`src/rtl/dcti_regs.vh`:
```
// Purpose: timing constants for the dual channel torque inhibit block
// Assumes: 200 MHz sampling clock
// Notes: times kept in their own unit, counts derived from them
`ifndef DCTI_REGS_VH
`define DCTI_REGS_VH
// ****************************************
// clock and times
// ****************************************
`define DCTI_CLK_MHZ 200
`define DCTI_PULSE_IGNORE_MS 2
`define DCTI_RESPONSE_TYP_MS 6
`define DCTI_RESPONSE_MAX_MS 10
`define DCTI_FAULT_MIN_MS 1600
`define DCTI_FAULT_TYP_MS 2300
`define DCTI_FAULT_MAX_MS 3000
// ****************************************
// derived cycle counts
// ****************************************
`define DCTI_CYC_PER_MS (`DCTI_CLK_MHZ * 1000)
// low filter: typical response, above 2 ms least, below 10 ms most
`define DCTI_FILTER_CYC (`DCTI_RESPONSE_TYP_MS * `DCTI_CYC_PER_MS)
// disagreement limit: typical detection, between 1.6 s and 3.0 s
`define DCTI_FAULT_CYC (`DCTI_FAULT_TYP_MS * `DCTI_CYC_PER_MS)
`endif

```
`src/rtl/dcti_filter.v`:
```
// Purpose: per-channel synchroniser and low-going glitch filter
// Assumes: raw pin input, single clock domain
// Notes: low must persist filter_cyc cycles before the output falls
`timescale 1ns/1ps
module dcti_filter #(
  parameter integer FILTER_CYC = 1200000,
  parameter integer CW = 21
) (
  // clock and reset
  input wire clk,
  input wire resetn,
  input wire clk_en,
  // pin side
  input wire pin_in,
  // filtered level
  output reg level_high
);
  // ****************************************
  // synchroniser
  // ****************************************
  reg sync_1; // first stage, read only by sync_2
  reg sync_2; // second stage, safe to use
  reg [CW-1:0] low_count; // cycles spent low
  // two stage sync, resets to low (inhibit)
  always @(posedge clk or negedge resetn) begin
    if (!resetn) begin
      sync_1 <= 1'b0;
      sync_2 <= 1'b0;
    end else if (clk_en) begin
      sync_1 <= pin_in;
      sync_2 <= sync_1;
    end
  end
  // ****************************************
  // low pulse filter
  // ****************************************
  // high passes at once, low only after the full count
  always @(posedge clk or negedge resetn) begin
    if (!resetn) begin
      low_count <= {CW{1'b0}};
      level_high <= 1'b0;
    end else if (clk_en) begin
      if (sync_2) begin
        // high: drop any pending short pulse
        low_count <= {CW{1'b0}};
        level_high <= 1'b1;
      end else if (low_count >= FILTER_CYC[CW-1:0] - 1'b1) begin
        // low long enough: channel requests inhibit
        level_high <= 1'b0;
      end else begin
        // still inside the ignore window
        low_count <= low_count + 1'b1;
      end
    end
  end
endmodule // dcti_filter

```
`src/rtl/dcti_top.v`:
```
// Purpose: dual channel torque inhibit supervisor
// Assumes: 200 MHz clock, power-on reset drives resetn
// Notes: fault latch clears only by reset (power cycle)
`timescale 1ns/1ps
`include "dcti_regs.vh"
module dcti_top #(
  parameter integer FILTER_CYC = `DCTI_FILTER_CYC,
  parameter integer FAULT_CYC = `DCTI_FAULT_CYC,
  parameter integer FCW = 21,
  parameter integer DCW = 30
) (
  // clock, reset, enable
  input wire clk,
  input wire resetn,
  input wire clk_en,
  // inhibit pins
  input wire inhibit_input_a,
  input wire inhibit_input_b,
  // torque permission to the gate drivers
  output reg torque_enable,
  // isolated status relay
  output reg status_relay_a,
  output reg status_relay_b,
  // diagnostics
  output reg fault_latched,
  output reg channels_disagree
);
  // ****************************************
  // state encoding
  // ****************************************
  localparam [1:0] ST_SAFE = 2'h0; // both low
  localparam [1:0] ST_RUN = 2'h1; // both high
  localparam [1:0] ST_DISAGREE = 2'h2; // opposite levels
  localparam [1:0] ST_FAULT = 2'h3; // latched fault
  // ****************************************
  // signals
  // ****************************************
  wire level_a; // filtered channel a
  wire level_b; // filtered channel b
  reg [1:0] state; // supervisor state
  reg [1:0] next_state; // next supervisor state
  reg [DCW-1:0] disagree_count; // disagreement timer
  wire limit_hit; // disagreement reached the limit
  // ****************************************
  // channel filters
  // ****************************************
  dcti_filter #(.FILTER_CYC(FILTER_CYC), .CW(FCW)) u_filt_a (
    .clk(clk),
    .resetn(resetn),
    .clk_en(clk_en),
    .pin_in(inhibit_input_a),
    .level_high(level_a)
  );
  dcti_filter #(.FILTER_CYC(FILTER_CYC), .CW(FCW)) u_filt_b (
    .clk(clk),
    .resetn(resetn),
    .clk_en(clk_en),
    .pin_in(inhibit_input_b),
    .level_high(level_b)
  );
  // limit reached on the last cycle of the window
  assign limit_hit = (disagree_count >= FAULT_CYC[DCW-1:0] - 1'b1);
  // ****************************************
  // disagreement timer
  // ****************************************
  // counts while levels differ, clears on agreement, except frozen in fault state
  always @(posedge clk or negedge resetn) begin
    if (!resetn) begin
      disagree_count <= {DCW{1'b0}};
    end else if (clk_en) begin
      if (state == ST_FAULT) begin
        // frozen once latched
        disagree_count <= disagree_count;
      end else if (level_a ^ level_b) begin
        if (!limit_hit) begin
          disagree_count <= disagree_count + 1'b1;
        end
      end else begin
        disagree_count <= {DCW{1'b0}};
      end
    end
  end
  // ****************************************
  // next state
  // ****************************************
  // fault is absorbing; no path bypasses inhibit
  always @* begin
    next_state = state;
    case (state)
      ST_FAULT: begin
        next_state = ST_FAULT;
      end
      default: begin
        if ((level_a ^ level_b) && limit_hit) begin
          next_state = ST_FAULT;
        end else if (level_a ^ level_b) begin
          next_state = ST_DISAGREE;
        end else if (level_a && level_b) begin
          next_state = ST_RUN;
        end else begin
          next_state = ST_SAFE;
        end
      end
    endcase
  end
  // ****************************************
  // state and outputs
  // ****************************************
  // outputs registered; relay pair closed only in safe state
  always @(posedge clk or negedge resetn) begin
    if (!resetn) begin
      state <= ST_SAFE;
      torque_enable <= 1'b0;
      status_relay_a <= 1'b0;
      status_relay_b <= 1'b0;
      fault_latched <= 1'b0;
      channels_disagree <= 1'b0;
    end else if (clk_en) begin
      state <= next_state;
      // torque only in run state
      torque_enable <= (next_state == ST_RUN);
      // relay pair closed only when the next state is safe
      status_relay_a <= (next_state == ST_SAFE);
      status_relay_b <= (next_state == ST_SAFE);
      fault_latched <= (next_state == ST_FAULT);
      channels_disagree <= (next_state == ST_DISAGREE);
    end
  end
endmodule // dcti_top

```
`config.mk`:
```
export PLATFORM = sky130hd
export DESIGN_NAME = dcti_top
export DESIGN_NICKNAME = d
export VERILOG_FILES = /design/src/rtl/dcti_filter.v /design/src/rtl/dcti_top.v
export VERILOG_INCLUDE_DIRS = /design/src /design/src/rtl
export SDC_FILE = /design/constraint.sdc
export NUM_CORES = 1
export LEC_CHECK = 0
export BUFFER_PORTS_ARGS = -buffer_cell sky130_fd_sc_hd__buf_4
export CAP_MARGIN = 20
export CORE_MARGIN = 2
export CORE_UTILIZATION = 63
export DETAILED_ROUTE_END_ITERATION = 10
export GPL_TIMING_DRIVEN = 0
export PLACE_DENSITY = 0.8
export SLEW_MARGIN = 20
export SYNTH_ARGS = -nofsm -noshare
export SYNTH_HDL_FRONTEND = slang
export SYNTH_SLANG_ARGS = --single-unit
```
`constraint.sdc`:
```
create_clock -name clk -period 2.5 [get_ports clk]
set_clock_uncertainty 0.15 [all_clocks]
set_input_delay 0.125 -clock clk [delete_from_list [all_inputs] [get_ports clk]]
set_output_delay 0.125 -clock clk [all_outputs]
set_load 0.03 [all_outputs]
```
After elaboration in Yosys (flattened, before gate mapping). Cells that the tools add are included.

Add/sub/neg operators: 3. Order comparisons: 3. Equal/unequal tests: 7. Mux-type cells: 14. Bitwise operators: 2. Reductions and logical operators: 10.

Operators by type and width (count): 2-to-1 mux 21 bit (4); 2-to-1 mux 30 bit (2); adder 21 x 1 -> 21 bit (second input constant) (2); >= comparator 21 bit (second input constant) (2); adder 30 x 1 -> 30 bit (second input constant) (1); >= comparator 30 x 29 -> 1 bit (second input constant) (1); AND reduction 2 bit (4); equality test 2 bit (second input constant) (3); 2-to-1 mux 2 bit (3); 2-to-1 mux 1 bit (5); inequality test 2 x 1 -> 1 bit (second input constant) (2); nonzero test 2 bit (2); AND reduction 3 bit (1); equality test 2 x 1 -> 1 bit (second input constant) (1); logical AND 1 bit (2); logical NOT 2 bit (1); inequality test 2 bit (second input constant) (1); inverter 1 bit (1); XOR 1 bit (1).

Register bits: 84. Bits of input ports: 5. Output and inout bits: 5. Word-level logic and storage cells: 53.

Longest topological paths before layout. Gate-level depths: netlist of the first run.

Word-level depth: 6. Depth in mapped cells: 9. Mapped depth without buffers: 7.

By module. Synthesis of the first run repeated with hierarchy kept, for this count alone.

Cells, all modules: 631. Area, all modules: 5745.5 um^2.

By module, submodules not included: dcti_filter (instances 2, cells each 185, area each 1706.6 um^2, seq. area each 600.6 um^2); dcti_top (instances 1, cells each 261, area each 2332.2 um^2, seq. area each 900.9 um^2).

Worst setup path after synthesis of the first run. OpenSTA, ideal clock, no wires.

Path type: register -> register. Start: reg u_filt_a.low_count[0]. End: reg u_filt_a.low_count[17]. Setup time: 0.132 ns. Data arrival time: 2.057 ns. Required time: 2.218 ns. Setup slack: 0.161 ns. Stages on the path, launching flop included: 9. Buffers on the path: 1. Clock period less this slack: 2.339 ns. Cell sequence: dfrtp_1 -> ha_1 -> a21o_1 -> a311o_1 -> a221oi_4 -> buf_6 -> nand3_1 -> xor2_1 -> nor2_1.

Longest elaborated chain between the ends: 3. Elaborated cells between the ends (all ways): 6. Classes of those cells: add/sub: 1; order compare: 1; eq/ne: 1; mux: 2; reduce/logical: 1.

RTL lines: start: declaration (RTL line dcti_filter.v:23) `reg [CW-1:0] low_count;`; start signal: assignment (RTL line dcti_filter.v:40) `low_count <= {CW{1'b0}};`; start signal: assignment (RTL line dcti_filter.v:45) `low_count <= {CW{1'b0}};`; start signal: assignment (RTL line dcti_filter.v:52) `low_count <= low_count + 1'b1;`; adder 21 x 1 -> 21 bit or >= comparator 21 bit (tied branches) (RTL line dcti_filter.v:52, dcti_filter.v:47); 2-to-1 mux 21 bit or inequality test 2 x 1 -> 1 bit (tied branches); 2-to-1 mux 21 bit or AND reduction 2 bit (tied branches).

Several ways; a longest one is shown, not always the timed one. The select of a mux whose other input is x is not followed. A chain may end at the register's enable or synchronous reset.

Worst setup path in the final report of the first run.
Start: reg disagree_count[23]. End: reg disagree_count[18].

Longest elaborated chain between the ends: 3.

RTL lines: start: declaration (RTL line dcti_top.v:42) `reg [DCW-1:0] disagree_count;`; start signal: assignment (RTL line dcti_top.v:69) `disagree_count <= {DCW{1'b0}};`; start signal: assignment (RTL line dcti_top.v:73) `disagree_count <= disagree_count;`; start signal: assignment (RTL line dcti_top.v:76) `disagree_count <= disagree_count + 1'b1;`; >= comparator 30 x 29 -> 1 bit (RTL line dcti_top.v:62) `assign limit_hit = (disagree_count >= FAULT_CYC[DCW-1:0] - 1'b1);`; inequality test 2 bit (no source line); AND reduction 3 bit (no source line).

No other way between the ends.

==> summary.md, run 1 <==
| Metric | Value |
|---|---|
| Status | complete, but fails checks |
| Violated checks | setup timing |
| Pin count of the biggest net entering global routing | 85 |
| Number of buffers and inverters on the critical path | 2 |
| Number of enable flip-flop cells after synthesis | 0 |
| Utilization after layout | 77.1% |
| Required time of the worst setup path | 2600 ps |
| Via count | roughly 4,300 |
| CTS buffer count | 9 |
| Worst setup slack after layout | -103 ps |
| Die boundary height | 90.2 um |
| Number of failing hold endpoints at the final stage | 0 |
| Source of the critical timing path | disagree_count[23] |
| RSZ-0062 raised after global routing | yes |
| Fin nets | 560 |
| Average routed wire per standard cell | 18.4 um |
| Antenna violations before repair | 0 |
| Worst ir drop on vdd | about 370 uV |
| Area Growth Syn to Fin | 18.9% |
| Delay-heaviest family, CP | simple AND/OR/NAND/NOR gates |
| Number of DRC violations after detailed-routing iteration 0 | between 200 and 250 |
| I/O Pins | 10 |
| Sum of negative setup slack | -523 ps |
| Count of cells along the worst register-to-register path | 8 |
| Worst min-delay path endpoint | u_filt_b.low_count[7] |
| Ordered list of cells on the worst path | or4b_4, nor4_4, o211ai_1, nand2_2, buf_4, buf_8, mux2i_1, nand2_1 |
| Initial core utilization | 64.8% |
| Post-route fraction of the period consumed by the critical path | 104% |
| Place WS | -210 ps |
| Worst slew margin relative to its limit | 48.8% |
| Area used by sequential logic in the layout | roughly 0.0021 mm^2 |
| Vias in the first global route | 4,008 |
| Clock network latency to the later pin of the worst-skew pair | between 300 and 400 ps |
| Die ar. | 0.00813 mm^2 |
| Die Width | between 90 and 100 um |
| Cell area after synthesis | 0.00468 mm^2 |
| Critical Path Sink Type | flop |
| Clk buf depth | 2 |
| Fraction of synthesis flops using an asynchronous set or reset pin | between 90% and 100% |
| Hold path depth | 3 |
| Critical path data arrival time | approximately 2700 ps |
| WS Path Type | reg -> reg |
| Worst-path fanout max | 8 |
| Leakage power summed over all cells | 2.36 nW |
| Wire length of the first global-routing pass | between 15,000 and 20,000 um |
| Remaining antenna violation count | 0 |
| CTS Root Cell | sky130_fd_sc_hd__clkbuf_8 |
| Avg Synthesized Cell Area | just over 9 um^2 |
| R2R Path End | disagree_count[18] |
| Detailed Routing Iterations Pass 1 | 5 |
| Hold path startpoint | clk_en |
| Register-to-register setup slack | -100 ps |
| CP startpoint kind | flop |
| Pwr/cell area | ~540 mW/mm^2 |
| Number of maximum-capacitance violations | 0 |
| Post-Synthesis Net Count | 515 |
| Total number of placement rows | 31 |
| Class of the tightest hold or removal check | in -> reg |
| Final GP Congestion | 0.869 |
| Final slew viol count | 0 |
| Number of fill cells in the layout | 511 |
| Fmax | 0.384 GHz |
| Clock transition at the registers of the reported paths | around 80 ps |
| Syn Inst Count | 506 |
| Fraction of the yosys area taken by sequential cells | 44.9% |
| Reg-to-reg critical path startpoint | disagree_count[23] |
| Number of synthesis warnings | 0 |
| Global-route usage over all layers | roughly 28% |
| Htree depth | 3 |
| Count of buffers from port buffering | 8 |
| Antenna diode instance count | 0 |
| DR DRC count | 0 |
| Multi-input gate area in the final layout | about 0.0026 mm^2 |
| CTS tree | built |
| Number of logic stages on the critical path including buffering | 8 |
| Actual transition at the worst max-transition pin | 768 ps |
| Overflow after GRT | 0 |
| Setup violations, final | 15 |
| Most common flop cell mapped by yosys | sky130_fd_sc_hd__dfrtp_1 |
| Clock tree sinks | 84 |
| Share of post-route cells with drive strength above 1 | 18.2% |
| Hpwl dp | 7180 um |
| Flops & latches, synth | 84 |
| Number of unique standard cell types used by synthesis | 66 |
| CP max stage cell | sky130_fd_sc_hd__or4b_4 |
| Slowest cell delay on critical path | approximately 540 ps |
| Min cycle time layout | roughly 2600 ps |
| Ratio of routed vias to standard cells | between 6 and 7 |
| Std-Cell Core Area | about 0.0072 mm^2 |
| Final wirelength | 12,000 um |
==> worst max-delay path by stage <==
stage,to,slack [ps]
5_1_grt,disagree_count[18],-200
6_report,disagree_count[18],-100
4_1_cts,u_filt_a.low_count[6],1
2_1_floorplan,u_filt_a.low_count[17],160
3_5_place_dp,disagree_count[14],-210
3_3_place_gp,disagree_count[14],-190
==> synth_stat cells (3+ instances only) <==
| master | number | area (um^2) |
|---|---|---|
| sky130_fd_sc_hd__a211o_1 | 4 | 35.0 |
| sky130_fd_sc_hd__a21oi_1 | 8 | 40.0 |
| sky130_fd_sc_hd__a22o_1 | 6 | 52.6 |
| sky130_fd_sc_hd__a311oi_1 | 3 | 26.3 |
| sky130_fd_sc_hd__a31oi_1 | 6 | 37.5 |
| sky130_fd_sc_hd__and2_1 | 6 | 37.5 |
| sky130_fd_sc_hd__and3_1 | 20 | 125 |
| sky130_fd_sc_hd__and4_1 | 6 | 52.6 |
| sky130_fd_sc_hd__buf_2 | 4 | 20.0 |
| sky130_fd_sc_hd__buf_4 | 6 | 45.0 |
| sky130_fd_sc_hd__clkbuf_1 | 12 | 45.0 |
| sky130_fd_sc_hd__dfrtp_1 | 84 | 2100 |
| sky130_fd_sc_hd__ha_1 | 4 | 50.1 |
| sky130_fd_sc_hd__inv_1 | 11 | 41.3 |
| sky130_fd_sc_hd__mux2_2 | 5 | 56.3 |
| sky130_fd_sc_hd__nand2_1 | 64 | 240 |
| sky130_fd_sc_hd__nand2b_1 | 6 | 37.5 |
| sky130_fd_sc_hd__nand3_1 | 38 | 190 |
| sky130_fd_sc_hd__nand3b_1 | 5 | 37.5 |
| sky130_fd_sc_hd__nand4_1 | 29 | 181 |
| sky130_fd_sc_hd__nor2_1 | 43 | 161 |
| sky130_fd_sc_hd__nor3_1 | 6 | 30.0 |
| sky130_fd_sc_hd__nor4_1 | 7 | 43.8 |
| sky130_fd_sc_hd__o211ai_1 | 8 | 60.1 |
| sky130_fd_sc_hd__o21a_1 | 6 | 45.0 |
| sky130_fd_sc_hd__o21ai_0 | 12 | 60.1 |
| sky130_fd_sc_hd__o21ai_1 | 3 | 15.0 |
| sky130_fd_sc_hd__o221ai_1 | 5 | 43.8 |
| sky130_fd_sc_hd__o311ai_1 | 3 | 26.3 |
| sky130_fd_sc_hd__o31ai_1 | 5 | 37.5 |
| sky130_fd_sc_hd__or3_1 | 6 | 37.5 |
| sky130_fd_sc_hd__or4_1 | 10 | 75.1 |
| sky130_fd_sc_hd__xor2_1 | 23 | 201 |
==> metrics by stage <==
| step | hold WS, ps | total power [mW] | instance area, um^2 | cells |
|---|---|---|---|---|
| 2_1_floorplan | -321 | 1.77 | 4680 | 506 |
| 3_3_place_gp | 210 | 1.88 | 4860 | 613 |
| 3_5_place_dp | 211 | 1.90 | 4860 | 613 |
| 4_1_cts | 137 | 2.87 | 5160 | 637 |
| 5_1_grt | 173 | 3.15 | 5560 | 654 |
| 6_report | 147 | 3.02 | 5560 | 654 |
==> sequential cells by signal, summed over array words and instances (netlist names) <==
register,count
fault_latched,1
u_filt_a.sync_1,1
u_filt_b.sync_2,1
torque_enable,1
state,2
channels_disagree,1
u_filt_a.level_high,1
status_relay_b,1
u_filt_a.low_count,21
u_filt_a.sync_2,1
u_filt_b.sync_1,1
u_filt_b.level_high,1
disagree_count,30
u_filt_b.low_count,21
==> cell families (layout without fill, tap and decap cells) <==
logic type,count (synthesis),after routing,share of synthesized area [%]
XOR/XNOR,24,24,4.49
multiplexers,6,6,1.42
AND/OR/NAND/NOR,256,256,28.8
adder cells (fa/ha/maj),4,4,1.07
buffers and inverters,36,85,3.64
AO/OA/AOI/OAI,96,96,15.7
flip-flops,84,84,44.9
==> final cells by class <==
cell class,count,share of cell area [%]
clock buffer,10,2.48
timing repair buffer,34,6.35
tap,99,2.23
inverter,12,0.810
sequential,84,37.9
multi-input combinational,386,46.2
clock inverter,5,0.945
buffer,24,3.02
==> per-layer routing <==
| metal | part of all wire (%) | vias up | global-route usage (%) |
|---|---|---|---|
| met5 | 0 | - | 0 |
| met1 | 40 | 2145 | 36.5 |
| met4 | 3.1 | 0 | 12.1 |
| met2 | 51 | 164 | 44.9 |
| met3 | 5.7 | 44 | 6.20 |
| li1 | - | 1982 | - |
==> power by group <==
group | total, mW | switching (mW) | internal (mW)
combinational | 0.497 | 0.259 | 0.238
clock | 0.968 | 0.490 | 0.478
sequential | 1.55 | 0.113 | 1.44
==> repair_timing <==
item / 4_1_cts / 5_1_grt
pin swaps: 2 / 12
buffers inserted: 6 / 13
hold buffers: 3 / 0
gates cloned: 0 / 4
gates resized for setup: 9 / 42
setup endpoints to repair: 42 / 52
hold endpoints to repair: 86 / 0
==> cell usage in the layout (no fill, tap or decap), types with 7 or more instances in the layout <==
cell type / Yosys / final
sky130_fd_sc_hd__a21oi_1: 8 / 7
sky130_fd_sc_hd__and3_1: 20 / 20
sky130_fd_sc_hd__buf_4: 6 / 26
sky130_fd_sc_hd__clkbuf_1: 12 / 10
sky130_fd_sc_hd__clkbuf_8: 0 / 10
sky130_fd_sc_hd__dfrtp_1: 84 / 78
sky130_fd_sc_hd__inv_1: 11 / 11
sky130_fd_sc_hd__nand2_1: 64 / 57
sky130_fd_sc_hd__nand3_1: 38 / 38
sky130_fd_sc_hd__nand4_1: 29 / 29
sky130_fd_sc_hd__nor2_1: 43 / 42
sky130_fd_sc_hd__o211ai_1: 8 / 8
sky130_fd_sc_hd__o21ai_0: 12 / 12
sky130_fd_sc_hd__or4_1: 10 / 10
sky130_fd_sc_hd__xor2_1: 23 / 23
==> tightest hold or removal path, cell delays in order <==
cell	delay, ps
sky130_fd_sc_hd__clkbuf_1	210
sky130_fd_sc_hd__nand2b_1	200
sky130_fd_sc_hd__o41ai_1	80
(Power assumes the default switching activity.)
==> run 2: changes to the inputs <==
ABC_AREA = 1   (was not set)
CORE_UTILIZATION = 64   (was 63)
PLACE_DENSITY = 0.81   (was 0.8)
==> run 2 against run 1 <==
Effect of this change:
- clock power rose by 2.2%
- sequential share of layout area shrank 4.1 points
- first-iteration DRC count grew 32%
- worst setup slack better by 310 ps
- utilization down 5.8 points
- die area grew 21%
- sequential power shrank 5%
- the flow now finishes without violations
- critical endpoint is now u_filt_a.low_count[13]
- synthesized area up 23%
- combinational power decreased by 42%
- power is 9.1% lower
==> summary.md, run 2 <==
| Metric | Value |
|---|---|
| Detailed Routing Iterations Pass 1 | 5 |
| Global-route usage over all layers | between 30% and 40% |
| Critical path data arrival time | 2400 ps |
| Number of logic stages on the critical path including buffering | 11 |
| Average routed wire per standard cell | roughly 14 um |
| Avg Synthesized Cell Area | 6.23 um^2 |
| R2R Path End | u_filt_a.low_count[13] |
| Largest registers | disagree_count x30, u_filt_a.low_count x21, u_filt_b.low_count x21 |
| Wire length of the first global-routing pass | 25,300 um |
| Most common library cell in the layout ignoring fill and taps | sky130_fd_sc_hd__nand2_1 |
| CTS tree | built |
| Hold path depth | 3 |
| Ratio of routed vias to standard cells | 5.55 |
| Clock transition at the registers of the reported paths | 80 ps |
| Overflow after GRT | 0 |
| Via count | 5,891 |
| Fraction of synthesis flops using an asynchronous set or reset pin | between 90% and 100% |
| Number of maximum-capacitance violations | 0 |
| Htree depth | 3 |
| Slowest cell delay on critical path | 520 ps |
| Class of the tightest hold or removal check | in -> reg |
| Delay-heaviest family, CP | simple AND/OR/NAND/NOR gates |
| Setup violations, final | 0 |
| Max reg flops | 30 |
| Multiplexer fraction of the synthesized cell area | 0% |
| Vias in the first global route | 5,497 |
| Std-Cell Core Area | 0.00872 mm^2 |
| Count of buffers from port buffering | 8 |
| Actual transition at the worst max-transition pin | 764 ps |
| Fmax | between 0.4 and 0.5 GHz |
| Worst setup slack after layout | between 200 and 250 ps |
| Reg-to-reg critical path startpoint | u_filt_a.low_count[0] |
| Area Growth Syn to Fin | 7.56% |
| Worst-path fanout max | 10 |
| Count of cells along the worst register-to-register path | 11 |
| Fin nets | 958 |
| Most frequent cells in the layout | 362 x sky130_fd_sc_hd__nand2_1, 190 x sky130_fd_sc_hd__nor2_1, 117 x sky130_fd_sc_hd__nand3_1, 84 x sky130_fd_sc_hd__dfrtp_1, 56 x sky130_fd_sc_hd__inv_1 |
| Post-Synthesis Net Count | 936 |
| Antenna violations before repair | 0 |
| Antenna diode instance count | 0 |
| CP startpoint kind | flop |
| Worst ir drop on vdd | around 270 uV |
| Most common flop cell mapped by yosys | sky130_fd_sc_hd__dfrtp_1 |
| Final GP Congestion | 0.961 |
| Clock tree sinks | 84 |
| Number of failing hold endpoints at the final stage | 0 |
| Sum of negative setup slack | 0 ps |
| Final slew viol count | 0 |
| Top-count cell post-synth | sky130_fd_sc_hd__nand2_1 |
| Cell types with the highest counts after synthesis | 362 x sky130_fd_sc_hd__nand2_1, 192 x sky130_fd_sc_hd__nor2_1, 117 x sky130_fd_sc_hd__nand3_1, 84 x sky130_fd_sc_hd__dfrtp_1, 56 x sky130_fd_sc_hd__inv_1 |
| Flops & latches, synth | 84 |
| Total number of placement rows | 34 |
| Cell area after synthesis | 0.00578 mm^2 |
| Most repeated library cell on the critical path | sky130_fd_sc_hd__nand2_1 |
| Required time of the worst setup path | 2600 ps |
| Hpwl dp | between 10,000 and 15,000 um |
| Top reg by flops | disagree_count |
| Die Width | around 99 um |
| Number of unique standard cell types used by synthesis | 26 |
| WS Path Type | reg -> reg |
| Die boundary height | 99.0 um |
| CTS Root Cell | sky130_fd_sc_hd__clkbuf_8 |
| Post-synthesis compound-gate area fraction | 1.62% |
| Register-to-register setup slack | 200 ps |
| Synth top area cells | sky130_fd_sc_hd__dfrtp_1 36%, sky130_fd_sc_hd__nand2_1 24%, sky130_fd_sc_hd__nor2_1 12% |
| Ordered list of cells on the worst path | ha_2, nand3_1, nor2_2, nand3_1, nand2_1, inv_1, nand3_1, nand2_1, buf_2, nand2_1, nand2_1 |
| Adder-cell share of the synthesized area | 0.867% |
| Final wirelength | 14,800 um |
| Number of enable flip-flop cells after synthesis | 0 |
| DR DRC count | 0 |
| Die ar. | 0.00980 mm^2 |
| Leakage power summed over all cells | 2.89 nW |
| Remaining antenna violation count | 0 |
| Min cycle time layout | 2300 ps |
| RSZ-0062 raised after global routing | no |
| Largest area contributor in the synthesized netlist | sky130_fd_sc_hd__dfrtp_1 |
| Pwr/cell area | around 440 mW/mm^2 |
| Clk buf depth | 2 |
| Fraction of the yosys area taken by sequential cells | 36.4% |
| Worst min-delay path endpoint | status_relay_b |
| Critical Path Sink Type | flop |
| Simple-Gate Fraction of Synth Area | 48.7% |
| Syn Inst Count | 927 |
| CTS buffer count | 9 |
| Initial core utilization | 66.2% |
| Status | finished, final reports clean |
| Number of setup buffers added after CTS | 0 |
| I/O Pins | 10 |
| Number of DRC violations after detailed-routing iteration 0 | 315 |
| Post-synthesis share of cell area spent on xor and xnor gates | under 10% |
| Top-area cell type share of the netlist area | 36.4% |
| Share of post-route cells with drive strength above 1 | 5.14% |
| CP max stage cell | sky130_fd_sc_hd__dfrtp_1 |
| Main combinational cell family by area after synthesis | simple AND/OR/NAND/NOR gates |
| Hold path startpoint | clk_en |
| Pin count of the biggest net entering global routing | 85 |
| Number of synthesis warnings | 0 |
| Number of buffers and inverters on the critical path | 2 |
| Post-route fraction of the period consumed by the critical path | around nine tenths |
| Clock network latency to the later pin of the worst-skew pair | ~370 ps |
| Place WS | about 56 ps |
| Worst slew margin relative to its limit | between 40 and 50% |
==> run 2: cells by family after synthesis <==
group | after synthesis
AO/OA/AOI/OAI | 17
XOR/XNOR | 40
adder cells (fa/ha/maj) | 4
buffers and inverters | 89
flip-flops | 84
AND/OR/NAND/NOR | 693
==> run 2: worst max path at each step <==
stage | endpoint | startpoint | slack, ps
global placement | disagree_count[16] | disagree_count[0] | 20
floorplan | u_filt_a.low_count[10] | u_filt_a.low_count[0] | 630
finish | u_filt_a.low_count[13] | u_filt_a.low_count[0] | 200
detailed placement | disagree_count[16] | disagree_count[0] | 60
CTS | disagree_count[16] | disagree_count[0] | 30
global route | u_filt_a.low_count[16] | u_filt_a.low_count[0] | 30
==> run 2: power by group <==
| group | leakage, nW | switching [mW] | internal, mW |
|---|---|---|---|
| Clock | 0.0914 | 0.506 | 0.482 |
| Combinational | 1.65 | 0.198 | 0.0888 |
| Sequential | 1.14 | 0.0641 | 1.40 |
| Total | 2.89 | 0.769 | 1.97 |
==> run 2: repair_timing <==
item | in CTS | in global routing
hold buffers | 3 | 0
endpoints found under the setup margin | 0 | 34
hold endpoints to repair | 86 | 0
resized for setup | 0 | 5
==> run 2: per-layer routing <==
layer  share of wire, %  track usage [%]  vias up
li1                   -                -     2921
met1                 41             41.5     2711
met2                 49             53.4      214
met3                6.1             3.76       45
met4                3.7             13.9        0
met5                  0                0        -
==> run 2: cell type report <==
type	count	area, um^2
Sequential cell	84	2100
Tap cell	108	135
Fill cell	738	2510
Inverter	57	214
Multi-Input combinational cell	754	3320
Timing Repair Buffer	11	93.8
Clock inverter	4	50.0
Clock buffer	11	141
Buffer	32	153
==> run 2: worst min-delay path: stages <==
cell                       delay, ps
sky130_fd_sc_hd__clkbuf_1        250
sky130_fd_sc_hd__inv_1           200
sky130_fd_sc_hd__o31ai_1          90
==> run 2: through the flow <==
stage | std cells | area (um^2) | util [%] | hold WS, ps | power [mW]
5_1_grt | 1061 | 6210 | 71.2 | 261 | 2.85
4_1_cts | 1061 | 6190 | 71.0 | 198 | 2.75
6_report | 1061 | 6210 | 71.2 | 204 | 2.74
3_3_place_gp | 1043 | 5970 | 68.5 | 196 | 1.75
2_1_floorplan | 927 | 5780 | - | -321 | 1.66
3_5_place_dp | 1043 | 5970 | 68.5 | 210 | 1.77
==> run 3: changes to the inputs <==
SETUP_SLACK_MARGIN = 0.5   (was not set)
clock period = 2.2 ns   (was 2.5 ns; I/O delays follow)
==> run 3 against run 2 <==
Effect of this change:
- register-to-register slack better by 20 ps
- combinational power is 96% higher
- design area up 26%
- global-route usage up 2.9 points
- die area stayed put
- hold slack better by 2.5 ps
- clock-buffer cell count unchanged
- largest power group unchanged
==> summary.md, run 3 (synthesized netlist as in run 2, its figures left out) <==
| Metric | Value |
|---|---|
| Status | finished, final reports clean |
| Total number of placement rows | 34 |
| Number of DRC violations after detailed-routing iteration 0 | 840 |
| Ratio of routed vias to standard cells | 6.11 |
| Reg-to-reg critical path startpoint | disagree_count[8] |
| Worst-path fanout max | 5 |
| Count of cells along the worst register-to-register path | 12 |
| Critical Path Sink Type | flop |
| Placement-stage cell area | between 0.006 and 0.007 mm^2 |
| Total net switching power | 1.04 mW |
| Die boundary height | 99.0 um |
| Detailed Routing Iterations Pass 1 | 6 |
| Overflow after GRT | 0 |
| Pwr/cell area | approximately 430 mW/mm^2 |
| Average routed wire per standard cell | 17.9 um |
| Worst slew margin relative to its limit | 48.1% |
| Wire length of the first global-routing pass | 27,400 um |
| Worst Hold Slack | 207 ps |
| Clock tree sinks | 84 |
| Max reg flops | 30 |
| Clock network latency to the later pin of the worst-skew pair | 360 ps |
| Share of post-route cells with drive strength above 1 | 33.0% |
| Class of the tightest hold or removal check | in -> async |
| Place WS | 128 ps |
| Total power consumption of the routed design | ~3.3 mW |
| Post-route fraction of the period consumed by the critical path | 89.8% |
| Clock transition at the registers of the reported paths | roughly 100 ps |
| Setup violations, final | 0 |
| Number of failing hold endpoints at the final stage | 0 |
| Vias in the first global route | 5,808 |
| Internal power summed over all cells | between 2 and 2.5 mW |
| Actual transition at the worst max-transition pin | roughly 780 ps |
| CP startpoint kind | flop |
| Min cycle time layout | 1980 ps |
| Proportion of power drawn by the clock network | 32.7% |
| Final wirelength | approximately 21,000 um |
| Sw frac | between 30 and 40% |
| Largest registers | disagree_count x30, u_filt_a.low_count x21, u_filt_b.low_count x21 |
| Worst setup slack after layout | 223 ps |
| Most common library cell in the layout ignoring fill and taps | sky130_fd_sc_hd__nand2_1 |
| Met3 Wirelength | 2590 um |
| Count of buffers from port buffering | 8 |
| Fin nets | between 1,000 and 1,500 |
| DR DRC count | 0 |
| Area Growth Syn to Fin | 35.5% |
| Part of the power in registers | 50.5% |
| Utilization after layout | 89.7% |
| CTS Root Cell | sky130_fd_sc_hd__clkbuf_8 |
| Fmax | 0.506 GHz |
| Register-to-register setup slack | 220 ps |
| Number of fill cells in the layout | 395 |
| Most repeated library cell on the critical path | sky130_fd_sc_hd__nand2_2 |
| Top Metal Used | met4 |
| WS Path Type | reg -> reg |
| Pin count of the biggest net entering global routing | 85 |
| Remaining antenna violation count | 0 |
| Post-Route M1 WL | 7690 um |
| Final design area excluding fillers | 0.00783 mm^2 |
| Met2 wire length | ~9500 um |
| Hpwl dp | 10,800 um |
| CTS buffer count | 9 |
| Combinational power share | ~17% |
| Most frequent cells in the layout | 270 x sky130_fd_sc_hd__nand2_1, 151 x sky130_fd_sc_hd__nor2_1, 108 x sky130_fd_sc_hd__nand3_1, 101 x sky130_fd_sc_hd__buf_4, 78 x sky130_fd_sc_hd__nand2_2 |
| Antenna violations before repair | 0 |
| Die Width | 99.0 um |
| CTS tree | built |
| Htree depth | 3 |
| RSZ-0062 raised after global routing | yes |
| Clk buf depth | 2 |
| Number of maximum-capacitance violations | 0 |
| R2R Path End | disagree_count[5] |
| Required time of the worst setup path | between 2000 and 2500 ps |
| Initial core utilization | 66.2% |
| Antenna diode instance count | 0 |
| Delay-heaviest family, CP | simple AND/OR/NAND/NOR gates |
| Final slew viol count | 0 |
| Die ar. | 0.00980 mm^2 |
| Ordered list of cells on the worst path | nand2_2, nor2_1, nor2_1, nand2_2, nand2_2, nand2_2, nand2_4, nand2_4, buf_8, clkbuf_16, nand2_2, nand2_1 |
| Sum of negative setup slack | 0 ps |
| I/O Pins | 10 |
| Critical path data arrival time | 2080 ps |
| Via count | around 7,000 |
| Std-Cell Core Area | 0.00872 mm^2 |
| Final std cells w/o fill | 1,165 |
| Final GP Congestion | 0.973 |
| Global-route usage over all layers | 34.8% |
| Worst ir drop on vdd | 537 uV |
| Placed cells | approximately 1,000 |
| Slowest cell delay on critical path | 460 ps |
| Leakage power summed over all cells | approximately 3.7 nW |
| CP max stage cell | sky130_fd_sc_hd__dfrtp_2 |
| Number of buffers and inverters on the critical path | 2 |
| Top reg by flops | disagree_count |
## run 3: changes by cell type in the layout (fill, tap and decap cells not counted), sizes merged
cell | before | now
clkbuf | 26 | 28
buf | 25 | 126
bufinv | 1 | 0
inv | 57 | 58
clkinv | 1 | 2
## run 3: routing by layer
layer  up-vias  track usage (%)
met5         -                0
met1      3234             48.8
met2       598             54.9
met4         0             11.1
met3       144             6.31
li1       3140                -
## run 3: area by class of cell
class                      instances  area, um^2  share of cell area [%]
multi-input combinational        754        3950                    50.5
clock inverter                     5        33.8                   0.432
tap                              108         135                    1.73
inverter                          57         219                    2.80
buffer                            32         234                    2.99
clock buffer                      11         151                    1.93
timing repair buffer             114         958                    12.2
sequential                        84        2140                    27.4
## run 3: worst max path at each step
stage	cells past startpoint	to	start
6_report	12	disagree_count[5]	disagree_count[8]
5_1_grt	12	disagree_count[9]	disagree_count[11]
4_1_cts	13	disagree_count[8]	disagree_count[0]
3_5_place_dp	9	disagree_count[16]	disagree_count[0]
3_3_place_gp	9	disagree_count[16]	disagree_count[0]
2_1_floorplan	13	disagree_count[10]	disagree_count[0]
## run 3: what timing repair did
action | in CTS | in global routing
pin swaps | 16 | 43
cloned | 4 | 3
resized for setup | 77 | 173
endpoints found under the setup margin | 77 | 78
hold buffers | 3 | 0
buffers inserted | 50 | 46
hold endpoints to repair | 86 | 0
## run 3: worst reg2reg max path, cell delays in order (launching register included)
cell and delay [ps]:
sky130_fd_sc_hd__dfrtp_2 460, sky130_fd_sc_hd__nand2_2 120, sky130_fd_sc_hd__nor2_1 60, sky130_fd_sc_hd__nor2_1 190
sky130_fd_sc_hd__nand2_2 110, sky130_fd_sc_hd__nand2_2 80, sky130_fd_sc_hd__nand2_2 70, sky130_fd_sc_hd__nand2_4 110
sky130_fd_sc_hd__nand2_4 70, sky130_fd_sc_hd__buf_8 180, sky130_fd_sc_hd__clkbuf_16 170, sky130_fd_sc_hd__nand2_2 60
sky130_fd_sc_hd__nand2_1 50
## run 3: power groups by stage
stage | logic (mW) | registers (mW) | clock network [mW]
floorplan | 0.238 | 1.69 | 0
global route | 0.604 | 1.69 | 1.13
detailed placement | 0.347 | 1.71 | 0
global placement | 0.332 | 1.70 | 0
CTS | 0.423 | 1.67 | 1.07
finish | 0.562 | 1.68 | 1.09
